### src/dss_pkg.sv
package dss_pkg;

  // apb register byte offsets
  localparam logic [7:0] OFS_ACC = 8'h00;
  localparam logic [7:0] OFS_FUNC = 8'h04;
  localparam logic [7:0] OFS_XFER_CNT = 8'h08;
  localparam logic [7:0] OFS_MADDR0 = 8'h0c;
  localparam logic [7:0] OFS_MADDR1 = 8'h10;
  localparam logic [7:0] OFS_PCNT0 = 8'h14;
  localparam logic [7:0] OFS_PCNT1 = 8'h18;
  localparam logic [7:0] OFS_BUSCTL = 8'h1c;
  localparam logic [7:0] OFS_SEQSTART = 8'h20;
  localparam logic [7:0] OFS_FLAGS = 8'h24;
  localparam logic [7:0] OFS_ENDSTAT = 8'h28;
  localparam logic [7:0] OFS_IRQ_STAT = 8'h2c;
  localparam logic [7:0] OFS_IRQ_MASK = 8'h30;

  // function register layout and codes
  localparam int FN_CODE_LSB = 0;
  localparam int FN_CODE_W = 5;
  localparam int FN_CHAN_BIT = 8;
  localparam logic [4:0] FN_CLEAR_FLAGS = 5'h00;
  localparam logic [4:0] FN_START_SEQ = 5'h01;
  localparam logic [4:0] FN_LOAD_XFER = 5'h04;
  localparam logic [4:0] FN_LOAD_MADDR = 5'h0e;
  localparam logic [4:0] FN_LOAD_PCNT = 5'h0f;
  localparam logic [4:0] FN_LOAD_BUSCTL = 5'h10;
  localparam logic CHAN_ODD = 1'h1;

  // sequence start field layout
  localparam int SQ_W = 7;
  localparam int AUX_LSB = 8;
  localparam int BYTE_W = 8;
  localparam int WORD_W = 16;

  // status bits, shared by status and mask registers
  localparam int IRQ_W = 2;
  localparam int IRQ_SEQ_DONE = 0;
  localparam int IRQ_REFUSED = 1;

  // flags register layout
  localparam int FLG_BUSY_LSB = 0;
  localparam int FLG_DONE_LSB = 2;
  localparam int FLG_RUN = 4;
  localparam int FLG_SLAVE_ACK = 5;

  localparam logic [15:0] ZERO16 = 16'h0000;
  localparam logic [15:0] ONE16 = 16'h0001;
  localparam logic [31:0] ZERO32 = 32'h0000_0000;

  typedef enum logic [2:0] {
    SEQ_IDLE,
    SEQ_BUSCTL,
    SEQ_FETCH,
    SEQ_XFER,
    SEQ_STATUS
  } dss_seq_t;

  // outgoing parallel bus bundle
  typedef struct packed {
    logic [15:0] data;
    logic strobe;
    logic busctl;
    logic read;
  } dss_link_t;

  // local memory read request bundle
  typedef struct packed {
    logic [15:0] addr;
    logic rd;
  } dss_mem_req_t;

endpackage

### src/dss_interlock.sv
`timescale 1ns/10ps
// one fully interlocked strobe/acknowledge exchange
module dss_interlock (
  // clock and reset
  input wire logic clk_i,
  input wire logic rst_i,
  // control
  input wire logic start_i,
  input wire logic ack_i,
  output logic strobe_o,
  output logic done_o
);

  typedef enum logic [1:0] {
    IL_IDLE,
    IL_WAIT_ACK,
    IL_WAIT_REL
  } dss_il_t;

  dss_il_t st_q;

  // strobe held until ack, then wait for ack to fall before the next
  always_ff @(posedge clk_i or posedge rst_i) begin
    if (rst_i) begin
      st_q <= IL_IDLE;
      strobe_o <= 1'b0;
      done_o <= 1'b0;
    end else begin
      done_o <= 1'b0;
      case (st_q)
        IL_IDLE: begin
          if (start_i) begin
            st_q <= IL_WAIT_ACK;
            strobe_o <= 1'b1;
          end
        end
        IL_WAIT_ACK: begin
          if (ack_i) begin
            st_q <= IL_WAIT_REL;
            strobe_o <= 1'b0;
          end
        end
        default: begin
          if (!ack_i) begin
            st_q <= IL_IDLE;
            done_o <= 1'b1;
          end
        end
      endcase
    end
  end

endmodule

### src/dss_seek_seq.sv
`timescale 1ns/10ps
// Notes on behaviour
// - clear-flags clears busy and done of its channel; host uses both.
// - load-transfer-count copies the 16-bit accumulator into the transfer counter.
// - load-memory-address copies the accumulator into the channel memory address.
// - load-parcel-count copies the accumulator into the channel parcel count.
// - load-bus-control writes bits 0-7 low register, bits 8-15 high register.
// - start on odd channel runs bus control, transfer unless the transfer counter is zero, then ending status.
// - after the sequences the link rests in slave acknowledge, not idle.
module dss_seek_seq (
  // clock and reset
  input wire logic REF_CLK_I,
  input wire logic SYS_RST_I,
  // apb slave
  input wire logic PSEL_I,
  input wire logic PENABLE_I,
  input wire logic PWRITE_I,
  input wire logic [7:0] PADDR_I,
  input wire logic [31:0] PWDATA_I,
  output logic [31:0] PRDATA_O,
  output logic PREADY_O,
  output logic PSLVERR_O,
  // local memory parcel fetch
  output dss_pkg::dss_mem_req_t MEM_REQ_O,
  input wire logic [15:0] MEM_RDATA_I,
  input wire logic MEM_RVALID_I,
  // parallel disk bus
  output dss_pkg::dss_link_t LINK_O,
  input wire logic LINK_ACK_I,
  input wire logic [15:0] LINK_DATA_I,
  output logic LINK_SLAVE_ACK_O,
  // interrupt
  output logic IRQ_O
);

  // register state
  logic [15:0] acc_q;
  logic [15:0] xfer_cnt_q;
  logic [15:0] maddr_q [2];
  logic [15:0] pcnt_q [2];
  logic [7:0] bc_lo_q;
  logic [7:0] bc_hi_q;
  logic [6:0] sq_q;
  logic [7:0] aux_q;
  logic [1:0] busy_q;
  logic [1:0] done_q;
  logic [15:0] endstat_q;
  logic [1:0] irq_stat_q;
  logic [1:0] irq_mask_q;
  logic [31:0] prdata_q;
  logic slave_ack_q;

  // sequencer state
  dss_pkg::dss_seq_t seq_q;
  logic kick_q;
  logic mem_rd_q;
  logic [15:0] link_data_q;
  logic il_strobe;
  logic il_done;

  // decode of the apb address, used for write and error; the read mux decodes on its own
  function automatic logic is_mapped(input logic [7:0] a);
    is_mapped = (a == dss_pkg::OFS_ACC) || (a == dss_pkg::OFS_FUNC) ||
                (a == dss_pkg::OFS_XFER_CNT) || (a == dss_pkg::OFS_MADDR0) ||
                (a == dss_pkg::OFS_MADDR1) || (a == dss_pkg::OFS_PCNT0) ||
                (a == dss_pkg::OFS_PCNT1) || (a == dss_pkg::OFS_BUSCTL) ||
                (a == dss_pkg::OFS_SEQSTART) || (a == dss_pkg::OFS_FLAGS) ||
                (a == dss_pkg::OFS_ENDSTAT) || (a == dss_pkg::OFS_IRQ_STAT) ||
                (a == dss_pkg::OFS_IRQ_MASK);
  endfunction

  // apb strobes; every access completes in its first access cycle
  wire logic access = PSEL_I && PENABLE_I;
  wire logic setup = PSEL_I && !PENABLE_I;
  wire logic wr = access && PWRITE_I && is_mapped(PADDR_I);
  wire logic wr_acc = wr && (PADDR_I == dss_pkg::OFS_ACC);
  wire logic wr_func = wr && (PADDR_I == dss_pkg::OFS_FUNC);
  wire logic wr_istat = wr && (PADDR_I == dss_pkg::OFS_IRQ_STAT);
  wire logic wr_imask = wr && (PADDR_I == dss_pkg::OFS_IRQ_MASK);

  // function decode
  wire logic [4:0] fn_code = PWDATA_I[dss_pkg::FN_CODE_LSB +: dss_pkg::FN_CODE_W];
  wire logic fn_chan = PWDATA_I[dss_pkg::FN_CHAN_BIT];
  wire logic running = (seq_q != dss_pkg::SEQ_IDLE);
  wire logic fn_clear = wr_func && (fn_code == dss_pkg::FN_CLEAR_FLAGS);
  wire logic fn_start = wr_func && (fn_code == dss_pkg::FN_START_SEQ);
  wire logic fn_load = wr_func && ((fn_code == dss_pkg::FN_LOAD_XFER) ||
                       (fn_code == dss_pkg::FN_LOAD_MADDR) ||
                       (fn_code == dss_pkg::FN_LOAD_PCNT) ||
                       (fn_code == dss_pkg::FN_LOAD_BUSCTL));
  // loads are ignored while a sequence runs, so its parameters stay fixed
  wire logic load_ok = fn_load && !running;
  wire logic start_ok = fn_start && !running && (fn_chan == dss_pkg::CHAN_ODD);
  wire logic fn_bad = (fn_load && running) || (fn_start && !start_ok) ||
                      (wr_func && !fn_load && !fn_start && !fn_clear);
  wire logic ld_xfer = load_ok && (fn_code == dss_pkg::FN_LOAD_XFER);
  wire logic ld_maddr = load_ok && (fn_code == dss_pkg::FN_LOAD_MADDR);
  wire logic ld_pcnt = load_ok && (fn_code == dss_pkg::FN_LOAD_PCNT);
  wire logic ld_bc = load_ok && (fn_code == dss_pkg::FN_LOAD_BUSCTL);

  // sequencer progress events
  wire logic parcel_sent = (seq_q == dss_pkg::SEQ_XFER) && il_done;
  wire logic seq_end = (seq_q == dss_pkg::SEQ_STATUS) && il_done;
  wire logic last_parcel = (xfer_cnt_q == dss_pkg::ONE16);

  // read mux
  wire logic [31:0] rd_mux =
    (PADDR_I == dss_pkg::OFS_ACC) ? {16'h0000, acc_q} :
    (PADDR_I == dss_pkg::OFS_XFER_CNT) ? {16'h0000, xfer_cnt_q} :
    (PADDR_I == dss_pkg::OFS_MADDR0) ? {16'h0000, maddr_q[0]} :
    (PADDR_I == dss_pkg::OFS_MADDR1) ? {16'h0000, maddr_q[1]} :
    (PADDR_I == dss_pkg::OFS_PCNT0) ? {16'h0000, pcnt_q[0]} :
    (PADDR_I == dss_pkg::OFS_PCNT1) ? {16'h0000, pcnt_q[1]} :
    (PADDR_I == dss_pkg::OFS_BUSCTL) ? {16'h0000, bc_hi_q, bc_lo_q} :
    (PADDR_I == dss_pkg::OFS_SEQSTART) ? {16'h0000, aux_q, 1'b0, sq_q} :
    (PADDR_I == dss_pkg::OFS_FLAGS) ?
      {26'h0000000, slave_ack_q, running, done_q, busy_q} :
    (PADDR_I == dss_pkg::OFS_ENDSTAT) ? {16'h0000, endstat_q} :
    (PADDR_I == dss_pkg::OFS_IRQ_STAT) ? {30'h00000000, irq_stat_q} :
    (PADDR_I == dss_pkg::OFS_IRQ_MASK) ? {30'h00000000, irq_mask_q} :
    dss_pkg::ZERO32;

  // apb answer: zero wait states, error on unmapped offsets
  assign PREADY_O = 1'b1;
  assign PSLVERR_O = access && !is_mapped(PADDR_I);
  assign PRDATA_O = prdata_q;

  // read data captured in the setup cycle, stable through access
  always_ff @(posedge REF_CLK_I or posedge SYS_RST_I) begin
    if (SYS_RST_I) begin
      prdata_q <= dss_pkg::ZERO32;
    end else if (setup && !PWRITE_I) begin
      prdata_q <= rd_mux;
    end
  end

  // accumulator, bus control and sequence start registers
  always_ff @(posedge REF_CLK_I or posedge SYS_RST_I) begin
    if (SYS_RST_I) begin
      acc_q <= dss_pkg::ZERO16;
      bc_lo_q <= 8'h00;
      bc_hi_q <= 8'h00;
      sq_q <= 7'h00;
      aux_q <= 8'h00;
    end else begin
      if (wr_acc) begin
        acc_q <= PWDATA_I[dss_pkg::WORD_W-1:0];
      end
      if (ld_bc) begin
        bc_lo_q <= acc_q[dss_pkg::BYTE_W-1:0];
        bc_hi_q <= acc_q[dss_pkg::WORD_W-1:dss_pkg::BYTE_W];
      end
      if (start_ok) begin
        sq_q <= acc_q[dss_pkg::SQ_W-1:0];
        aux_q <= acc_q[dss_pkg::WORD_W-1:dss_pkg::AUX_LSB];
      end
    end
  end

  // transfer counter: loaded by function, counted down per parcel
  always_ff @(posedge REF_CLK_I or posedge SYS_RST_I) begin
    if (SYS_RST_I) begin
      xfer_cnt_q <= dss_pkg::ZERO16;
    end else if (ld_xfer) begin
      xfer_cnt_q <= acc_q;
    end else if (parcel_sent) begin
      xfer_cnt_q <= xfer_cnt_q - dss_pkg::ONE16;
    end
  end

  // per channel address, parcel count and flags
  for (genvar c = 0; c < 2; c++) begin : g_chan
    wire logic is_odd = (1'(c) == dss_pkg::CHAN_ODD);
    wire logic sel = (fn_chan == 1'(c));
    wire logic act = is_odd && parcel_sent;

    always_ff @(posedge REF_CLK_I or posedge SYS_RST_I) begin
      if (SYS_RST_I) begin
        maddr_q[c] <= dss_pkg::ZERO16;
        pcnt_q[c] <= dss_pkg::ZERO16;
      end else begin
        if (ld_maddr && sel) begin
          maddr_q[c] <= acc_q;
        end else if (act) begin
          maddr_q[c] <= maddr_q[c] + dss_pkg::ONE16;
        end
        if (ld_pcnt && sel) begin
          pcnt_q[c] <= acc_q;
        end else if (act && (pcnt_q[c] != dss_pkg::ZERO16)) begin
          pcnt_q[c] <= pcnt_q[c] - dss_pkg::ONE16;
        end
      end
    end

    // busy set by start, done set at sequence end; sets win over clear
    always_ff @(posedge REF_CLK_I or posedge SYS_RST_I) begin
      if (SYS_RST_I) begin
        busy_q[c] <= 1'b0;
        done_q[c] <= 1'b0;
      end else begin
        if (start_ok && sel) begin
          busy_q[c] <= 1'b1;
        end else if ((seq_end && is_odd) || (fn_clear && sel)) begin
          busy_q[c] <= 1'b0;
        end
        // a load marks only the channel it names; bus control is channel-less
        if ((seq_end && is_odd) ||
            (load_ok && (fn_code != dss_pkg::FN_LOAD_BUSCTL) && sel)) begin
          done_q[c] <= 1'b1;
        end else if (fn_clear && sel) begin
          done_q[c] <= 1'b0;
        end
      end
    end
  end

  // sequencer: bus control, interlocked parcels, ending status
  always_ff @(posedge REF_CLK_I or posedge SYS_RST_I) begin
    if (SYS_RST_I) begin
      seq_q <= dss_pkg::SEQ_IDLE;
      kick_q <= 1'b0;
      mem_rd_q <= 1'b0;
      link_data_q <= dss_pkg::ZERO16;
    end else begin
      kick_q <= 1'b0;
      case (seq_q)
        dss_pkg::SEQ_IDLE: begin
          if (start_ok) begin
            seq_q <= dss_pkg::SEQ_BUSCTL;
            link_data_q <= {bc_hi_q, bc_lo_q};
            kick_q <= 1'b1;
          end
        end
        dss_pkg::SEQ_BUSCTL: begin
          if (il_done && xfer_cnt_q == dss_pkg::ZERO16) begin
            seq_q <= dss_pkg::SEQ_STATUS;
            link_data_q <= dss_pkg::ZERO16;
            kick_q <= 1'b1;
          end else if (il_done) begin
            seq_q <= dss_pkg::SEQ_FETCH;
            mem_rd_q <= 1'b1;
          end
        end
        dss_pkg::SEQ_FETCH: begin
          if (MEM_RVALID_I) begin
            seq_q <= dss_pkg::SEQ_XFER;
            link_data_q <= MEM_RDATA_I;
            mem_rd_q <= 1'b0;
            kick_q <= 1'b1;
          end
        end
        dss_pkg::SEQ_XFER: begin
          if (il_done && last_parcel) begin
            seq_q <= dss_pkg::SEQ_STATUS;
            link_data_q <= dss_pkg::ZERO16;
            kick_q <= 1'b1;
          end else if (il_done) begin
            seq_q <= dss_pkg::SEQ_FETCH;
            mem_rd_q <= 1'b1;
          end
        end
        default: begin
          if (il_done) begin
            seq_q <= dss_pkg::SEQ_IDLE;
          end
        end
      endcase
    end
  end

  // ending status captured when the drive acknowledges
  always_ff @(posedge REF_CLK_I or posedge SYS_RST_I) begin
    if (SYS_RST_I) begin
      endstat_q <= dss_pkg::ZERO16;
    end else if (seq_q == dss_pkg::SEQ_STATUS && il_strobe && LINK_ACK_I) begin
      endstat_q <= LINK_DATA_I;
    end
  end

  // link rests in slave acknowledge after the sequences; only a new
  // start leaves it, returning to idle belongs to other routines
  always_ff @(posedge REF_CLK_I or posedge SYS_RST_I) begin
    if (SYS_RST_I) begin
      slave_ack_q <= 1'b0;
    end else if (seq_end) begin
      slave_ack_q <= 1'b1;
    end else if (start_ok) begin
      slave_ack_q <= 1'b0;
    end
  end

  // sticky interrupt status, write one to clear, set wins
  always_ff @(posedge REF_CLK_I or posedge SYS_RST_I) begin
    if (SYS_RST_I) begin
      irq_stat_q <= 2'h0;
      irq_mask_q <= 2'h0;
    end else begin
      irq_stat_q[dss_pkg::IRQ_SEQ_DONE] <= seq_end ||
        (irq_stat_q[dss_pkg::IRQ_SEQ_DONE] && !(wr_istat && PWDATA_I[dss_pkg::IRQ_SEQ_DONE]));
      irq_stat_q[dss_pkg::IRQ_REFUSED] <= fn_bad ||
        (irq_stat_q[dss_pkg::IRQ_REFUSED] && !(wr_istat && PWDATA_I[dss_pkg::IRQ_REFUSED]));
      if (wr_imask) begin
        irq_mask_q <= PWDATA_I[dss_pkg::IRQ_W-1:0];
      end
    end
  end

  assign IRQ_O = |(irq_stat_q & irq_mask_q);

  // strobe handshake shared by all three sequences
  dss_interlock u_interlock (
    .clk_i(REF_CLK_I),
    .rst_i(SYS_RST_I),
    .start_i(kick_q),
    .ack_i(LINK_ACK_I),
    .strobe_o(il_strobe),
    .done_o(il_done)
  );

  // outputs
  assign MEM_REQ_O.addr = maddr_q[dss_pkg::CHAN_ODD];
  assign MEM_REQ_O.rd = mem_rd_q;
  assign LINK_O.data = link_data_q;
  assign LINK_O.strobe = il_strobe;
  assign LINK_O.busctl = (seq_q == dss_pkg::SEQ_BUSCTL);
  assign LINK_O.read = (seq_q == dss_pkg::SEQ_STATUS);
  assign LINK_SLAVE_ACK_O = slave_ack_q;

endmodule

### config.mk
export PLATFORM = sky130hd
export DESIGN_NAME = dss_seek_seq
export DESIGN_NICKNAME = d
export VERILOG_FILES = /design/src/dss_pkg.sv /design/src/dss_interlock.sv /design/src/dss_seek_seq.sv
export SDC_FILE = /design/constraint.sdc
export NUM_CORES = 1
export LEC_CHECK = 0
export BUFFER_PORTS_ARGS = -buffer_cell sky130_fd_sc_hd__buf_2
export CAP_MARGIN = 20
export CORE_MARGIN = 2
export CORE_UTILIZATION = 55
export DETAILED_ROUTE_END_ITERATION = 10
export PLACE_DENSITY = 0.73
export SYNTH_ARGS = -nofsm -noshare
export SYNTH_HDL_FRONTEND = slang
export SYNTH_SLANG_ARGS = --single-unit
### constraint.sdc
create_clock -name REF_CLK_I -period 19 [get_ports REF_CLK_I]
set_input_delay 2.85 -clock REF_CLK_I [delete_from_list [all_inputs] [get_ports REF_CLK_I]]
set_output_delay 2.85 -clock REF_CLK_I [all_outputs]
set_load 0.1 [all_outputs]
==> results of run 1 <==
cell usage in the layout (no fill, tap or decap), types with 6 or more instances in the layout:
master	instances
a221o_1	9
nor3_1	23
o22ai_1	23
dfrtp_1	193
nand4_1	14
buf_2	118
a211oi_1	8
and2_1	6
nand3_1	32
nand2b_1	8
mux2i_1	16
or3_1	11
a31oi_1	9
a32oi_1	7
nor4_1	17
o211ai_1	11
o31ai_1	7
a22o_1	20
o21ai_0	55
a21oi_1	80
nor3b_1	6
mux2_2	107
nand2_1	82
nor2b_1	9
conb_1	17
buf_4	12
a221oi_1	9
and3_1	6
clkbuf_16	17
mux2_4	9
inv_1	22
xnor2_1	7
or4_1	12
nor2_1	54
synthesized netlist by cell type (all sizes together) (6+ instances only):
library cell	n
and3	6
a22o	20
mux2i	16
nand2	82
inv	23
buf	48
nor3	24
a31oi	9
nor3b	8
nand4	16
nand3	32
nor2b	9
nor2	54
a221o	9
nand2b	8
mux2	116
or3	11
o22ai	23
a21oi	80
and2	6
a32oi	7
clkbuf	65
o31ai	7
a211oi	8
nor4	21
or4	12
o211ai	11
dfrtp	193
a221oi	9
xnor2	7
o21ai	56
per-stage QoR:
| step | setup slack (ps) | hold slack [ps] | utilization, % | std cells |
|---|---|---|---|---|
| after floorplan | 10610 | 441 | - | 1086 |
| after global placement | 10860 | 458 | 58.1 | 1367 |
| after detailed placement | 10930 | 464 | 58.1 | 1367 |
| after CTS | 10890 | 480 | 61.2 | 1399 |
| after global routing | 10670 | 520 | 61.5 | 1402 |
| final | 10810 | 487 | 61.5 | 1402 |
tightest hold or removal path: cells and delay by family, from the launching register on:
family	cells	cell delay (ps)
compound gates	1	70
flops	1	340
simple gates	1	40
final timing paths:
| check | end | slack [ps] | cells after the start |
|---|---|---|---|
| min | pcnt_q[16] | 490 | 2 |
| min in group asynchronous | acc_q[12] | 2530 | 2 |
| max in group asynchronous | xfer_cnt_q[1] | 15280 | 4 |
| max | PSLVERR_O | 10810 | 7 |
| min reg2reg | pcnt_q[16] | 490 | 2 |
| max reg2reg | link_data_q[10] | 15580 | 5 |
state kept, by name, summed over array words and instances (netlist names), 2 cells and up:
| name | count |
|---|---|
| bc_lo_q | 8 |
| xfer_cnt_q | 16 |
| pcnt_q | 32 |
| irq_stat_q | 2 |
| acc_q | 16 |
| PRDATA_O | 16 |
| MEM_REQ_O | 16 |
| aux_q | 8 |
| endstat_q | 16 |
| done_q | 2 |
| link_data_q | 16 |
| u_interlock.st_q | 2 |
| sq_q | 7 |
| maddr_q | 16 |
| irq_mask_q | 2 |
| seq_q | 3 |
| bc_hi_q | 8 |
| busy_q | 2 |
where the power goes:
group | switching (uW) | internal, uW | leakage [uW]
clock | 172 | 203 | 0.000298
sequential | 23.3 | 428 | 0.00247
combinational | 192 | 44.3 | 0.00259
cells by family after synthesis:
logic type                 share of synthesized area, %
AOI/OAI and AO/OA                                  17.3
xor gates and xnor gates                          0.655
adders and majority gates                         0.585
buffers and inverters                              6.42
DFF                                                45.1
muxes                                              14.2
other                                            0.0702
and+or+nand+nor                                    15.6
area by class of cell:
class,count,area (sq um)
fill,1651,7430
multi-input combinational,754,5250
sequential,193,4830
timing repair buffer,132,723
clock buffer,18,439
tap,265,332
clock inverter,14,168
inverter,26,105
per-layer routing:
metal  up-vias  GRT usage, %  share of wire [%]
met5         -             0                  0
met4         0          13.8                4.2
met3        90          7.20                9.1
met2       503          48.4                 45
met1      4524          45.5                 42
li1       4049             -                  -
==> impl_metrics.yaml, run 1 <==
outcome:
  status: "completed"
routing:
  antenna_left: 0
  drt_iter0_drc: 1180
  wl_um: 32500
  dr.pass1.iters: 6
  drc: 0
  wire_per_inst_um: 23.2
  vias: 9166
  vias_per_cell: 6.54
sta:
  finalMaxSlewViolations: 0
  tns_ps: 0
  fin_skew_ps: 8.16
  rsz0062_at_grt: "no"
  fin_crit_sh_pct: 43.1
  finalHoldViolCount: 0
  setup-violations-final: 0
  fmax_ghz: 0.122
  max_slew_margin_pct: 28.5
  fin_crit_ps: 8190
  worstMarginPinSlew_ps: 1060
cts:
  numCtsBuffers: 17
  h-tree-depth: 4
  clock-sinks: 193
  clockBufferDepth: 2
  ctsResizeCount: 0
  cts-root-buf: "clkbuf_16"
  path_clk_slew_ps: 70
  cts_setup_buffers: 0
  cts_tree: "built"
  cts_hold_buf: 0
  worstSkewPairLatency_ps: 440
placement:
  hpwl_um: 22500
  dpl_cell_area_sq_um: 11200
  place_congestion: 1.01
  io_buffers: 117
setup_path:
  r2r-start: "seq_q[1]"
  crit_required_ps: 16150
  cp_top_family: "buffers and inverters"
  start_kind: "input port"
  cp-startpoint: "PADDR_I[2]"
  crit_path_end_kind: "primary output"
  cpPeakStageDelay_ps: 720
  path_cells: "buf_2 > buf_4 > clkinv_1 > nand2_1 > nand3_1 > a21oi_1 > buf_2"
  slowest_stage: "clkinv_1"
  critical_path_class: "in2out"
  path_common_cell: "buf_2"
  path_buf_inv: 4
  worstPathArrival_ps: 5340
  worst-path-max-fanout: 63
synthesis:
  syn_area_per_cell_sq_um: 9.99
  synth_ff_type: "dfrtp_1"
  ys_warn_count: 0
  ys_ff_latch: 193
  synth_area_sq_um: 10700
  synth_enable_flop_cells: 0
  synth.largest_area_cell: "dfrtp_1"
  ys_async_sr_fraction_pct: 100
  syn_inst: 1071
  synth_top_area_share_pct: 45.1
  synth.distinct_cells: 74
  synth_seq_area_share_pct: 45.1
  netlist_top_cells_area: "dfrtp_1 (45%), mux2_2 (11%), a21oi_1 (3.7%)"
global_routing:
  grt_start_max_net_pins: 109
  grt_first_pass_wirelength_um: 49800
  antenna_found_initial: 0
  grt_pass1_vias: 8404
  grt_overflow: 0
  grt_use_total_pct: 32.4
floorplan:
  die_height_um: 143
  io_pins: 151
  fp-row-count: 51
  die_area_sq_um: 20600
  fp.dieW_um: 143
  coreArea_sq_um: 19300
  initial_core_util_pct: 55.5
job:
  maxCapViolations: 0
power:
  p_leak_uw: 0.00535
  power_uw: 1060
  peakVddDrop_mv: 0.0631
  power_density_nw_per_um2: 89.7
layout:
  nets: 1208
  fin_area_sq_um: 11800
  diodes: 0
  drive_gt1_share_pct: 26.7
  areaGrowthSynthToFinish_pct: 10.7
min_path:
  hold_start: "pcnt_q[16]"
  min_path_type: "reg2reg"
(Power assumes the default switching activity.)
==> run 2, diff against run 1 <==
- ABC_AREA: default -> 1
- CORE_UTILIZATION: 55 -> 53
- clock period: 19 -> 6.9 ns (I/O delays scaled with it)
==> impl_metrics.yaml, run 2 <==
outcome:
  status: "completed"
cts:
  cts_hold_buf: 0
  cts_tree: "built"
  worstSkewPairLatency_ps: 440
  path_clk_slew_ps: 70
  cts-root-buf: "clkbuf_16"
  numCtsBuffers: 17
  cts_setup_buffers: 0
  clock-sinks: 193
  h-tree-depth: 4
  ctsResizeCount: 0
  clockBufferDepth: 2
floorplan:
  die_height_um: 147
  io_pins: 151
  fp-row-count: 52
  fp.dieW_um: 147
  initial_core_util_pct: 53.8
  coreArea_sq_um: 20100
  die_area_sq_um: 21600
layout:
  drive_gt1_share_pct: 17.2
  diodes: 0
  areaGrowthSynthToFinish_pct: 10.5
  nets: 1527
  fillers: 1832
  final_common_cell: "nand2_1"
  regMostFlops: "pcnt_q"
  layout_common_cells: "nand2_1 (373), dfrtp_1 (193), nand3_1 (159), inv_1 (118), buf_2 (117)"
  fin_area_sq_um: 12000
  largest_reg_flops: 32
global_routing:
  antenna_found_initial: 0
  grt_overflow: 0
  grt_pass1_vias: 9150
  grt_start_max_net_pins: 132
  grt_use_total_pct: 30.1
  grt_first_pass_wirelength_um: 50300
setup_path:
  crit_required_ps: 5860
  r2r-start: "seq_q[2]"
  path_cells: "buf_2 > inv_2 > nand2_1 > nor2_8 > nand2_1 > nand2_1 > nor2_1 > nand3_4 > nor2_1 > buf_2"
  start_kind: "input port"
  r2r_end: "pcnt_q[6]"
  path_common_cell: "nand2_1"
  cpPeakStageDelay_ps: 460
  slowest_stage: "nand2_1"
  regToRegSetupSlack_ps: 3590
  worstPathArrival_ps: 2900
  worst-path-max-fanout: 19
  rr_worst_depth: 14
  crit_path_end_kind: "primary output"
  critical_path_class: "in2out"
sta:
  finalMaxSlewViolations: 0
  finalHoldViolCount: 0
  fmax_ghz: 0.254
  setup-violations-final: 0
  max_slew_margin_pct: 28.8
  tns_ps: 0
  fin_crit_ps: 3940
  fin_crit_sh_pct: 57.1
  fin_skew_ps: 8.36
  rsz0062_at_grt: "no"
  worstMarginPinSlew_ps: 1060
placement:
  dpl_cell_area_sq_um: 11300
  hpwl_um: 22900
  place_congestion: 0.996
  io_buffers: 117
synthesis:
  synth.distinct_cells: 46
  synth_seq_area_share_pct: 44.6
  synth_enable_flop_cells: 0
  netlist_top_cells_area: "dfrtp_1 (45%), nand2_1 (13%), nand3_1 (7.4%)"
  ys_ff_latch: 193
  synth_ff_type: "dfrtp_1"
  synth_top_area_share_pct: 44.6
  syn_inst: 1376
  synth_area_sq_um: 10800
  synth_common_cells: "nand2_1 (373), dfrtp_1 (193), nand3_1 (159)"
  syn_area_per_cell_sq_um: 7.86
  ys_warn_count: 0
  ys_async_sr_fraction_pct: 100
  synth.largest_area_cell: "dfrtp_1"
  yosysMostFrequentCell: "nand2_1"
power:
  power_frac_comb_pct: 33.5
  power_density_nw_per_um2: 316
  peakVddDrop_mv: 0.208
  p_switching_uw: 1630
  p_seq_share_pct: 38.6
  clockPowerShare_pct: 27.9
  p_leak_uw: 0.00605
  switching_share_pct: 43.1
  intPower_uw: 2150
routing:
  vias: 9945
  antenna_left: 0
  drt_iter0_drc: 1375
  dr.pass1.iters: 5
  vias_per_cell: 5.77
  wl_um: 32000
  drc: 0
  wire_per_inst_um: 18.6
min_path:
  holdPathStages: 2
  holdPathEnd: "PRDATA_O[6]"
  min_path_type: "reg2reg"
  hold_start: "PRDATA_O[6]"
job:
  maxCapViolations: 0
run 2: cell count changes after synthesis, moves of 37 or more:
cell     delta
a21oi_1    -46
inv_1      +96
mux2_2     -91
nand2_1   +291
nand3_1   +127
o21ai_0    +37
run 2: critical path: cells and delay by family:
| family | cells | cell delay [ps] |
|---|---|---|
| simple gates | 7 | 1270 |
| buf+inv | 3 | 580 |
run 2: layout make-up:
type                            instances  area (sq um)  area share [%]
Sequential cell                       193          4830            40.4
Clock buffer                           21           460            3.85
Multi-Input combinational cell        977          5010            41.9
Clock inverter                         10           159            1.33
Tap cell                              270           338            2.83
Inverter                              128           488            4.08
Timing Repair Buffer                  126           673            5.63
run 2: per-layer routing:
metal  vias to the layer above  GRT usage, %  part of all wire, %
met5                         -             0                    0
met4                         0          12.7                  4.1
met3                        91          4.94                  7.8
met2                       507          45.4                   45
met1                      4732          43.3                   43
li1                       4615             -                    -
run 2: how the worst max path moves through the flow:
stage	to	cells after the start	start
after CTS	PSLVERR_O	10	PADDR_I[2]
after global routing	link_data_q[8]	14	PADDR_I[7]
final	PSLVERR_O	10	PADDR_I[2]
after detailed placement	link_data_q[8]	14	PADDR_I[7]
after global placement	sq_q[6]	14	PADDR_I[7]
after floorplan	LINK_SLAVE_ACK_O	1	SYS_RST_I
run 2: logic make-up (layout without fill, tap and decap cells):
kind of cell,count (synthesis),in the layout,synth area share (%)
AOI/OAI and AO/OA,187,187,9.96
and+or+nand+nor,727,727,31.5
adders and majority gates,5,5,0.578
other,2,17,0.0694
DFF,193,193,44.6
xor gates and xnor gates,25,25,2.02
buffers and inverters,221,285,9.59
muxes,16,16,1.67
run 2: power by group through the flow:
stage / Combinational (uW) / Sequential [uW] / Clock [uW]
2_1_floorplan: 896 / 1640 / 0
3_3_place_gp: 1240 / 1470 / 0
3_5_place_dp: 1250 / 1470 / 0
4_1_cts: 1260 / 1450 / 1060
5_1_grt: 1360 / 1480 / 1110
6_report: 1270 / 1460 / 1050
run 2: per-stage QoR:
stage	total power, uW	setup WS, ps	hold slack, ps	cells	util, %
final	3780	2960	477	1725	59.5
after global routing	3950	2770	500	1725	59.5
after CTS	3780	3000	481	1723	59.3
after detailed placement	2720	2660	461	1692	56.2
after global placement	2710	2710	460	1692	56.2
after floorplan	2530	609	439	1391	-
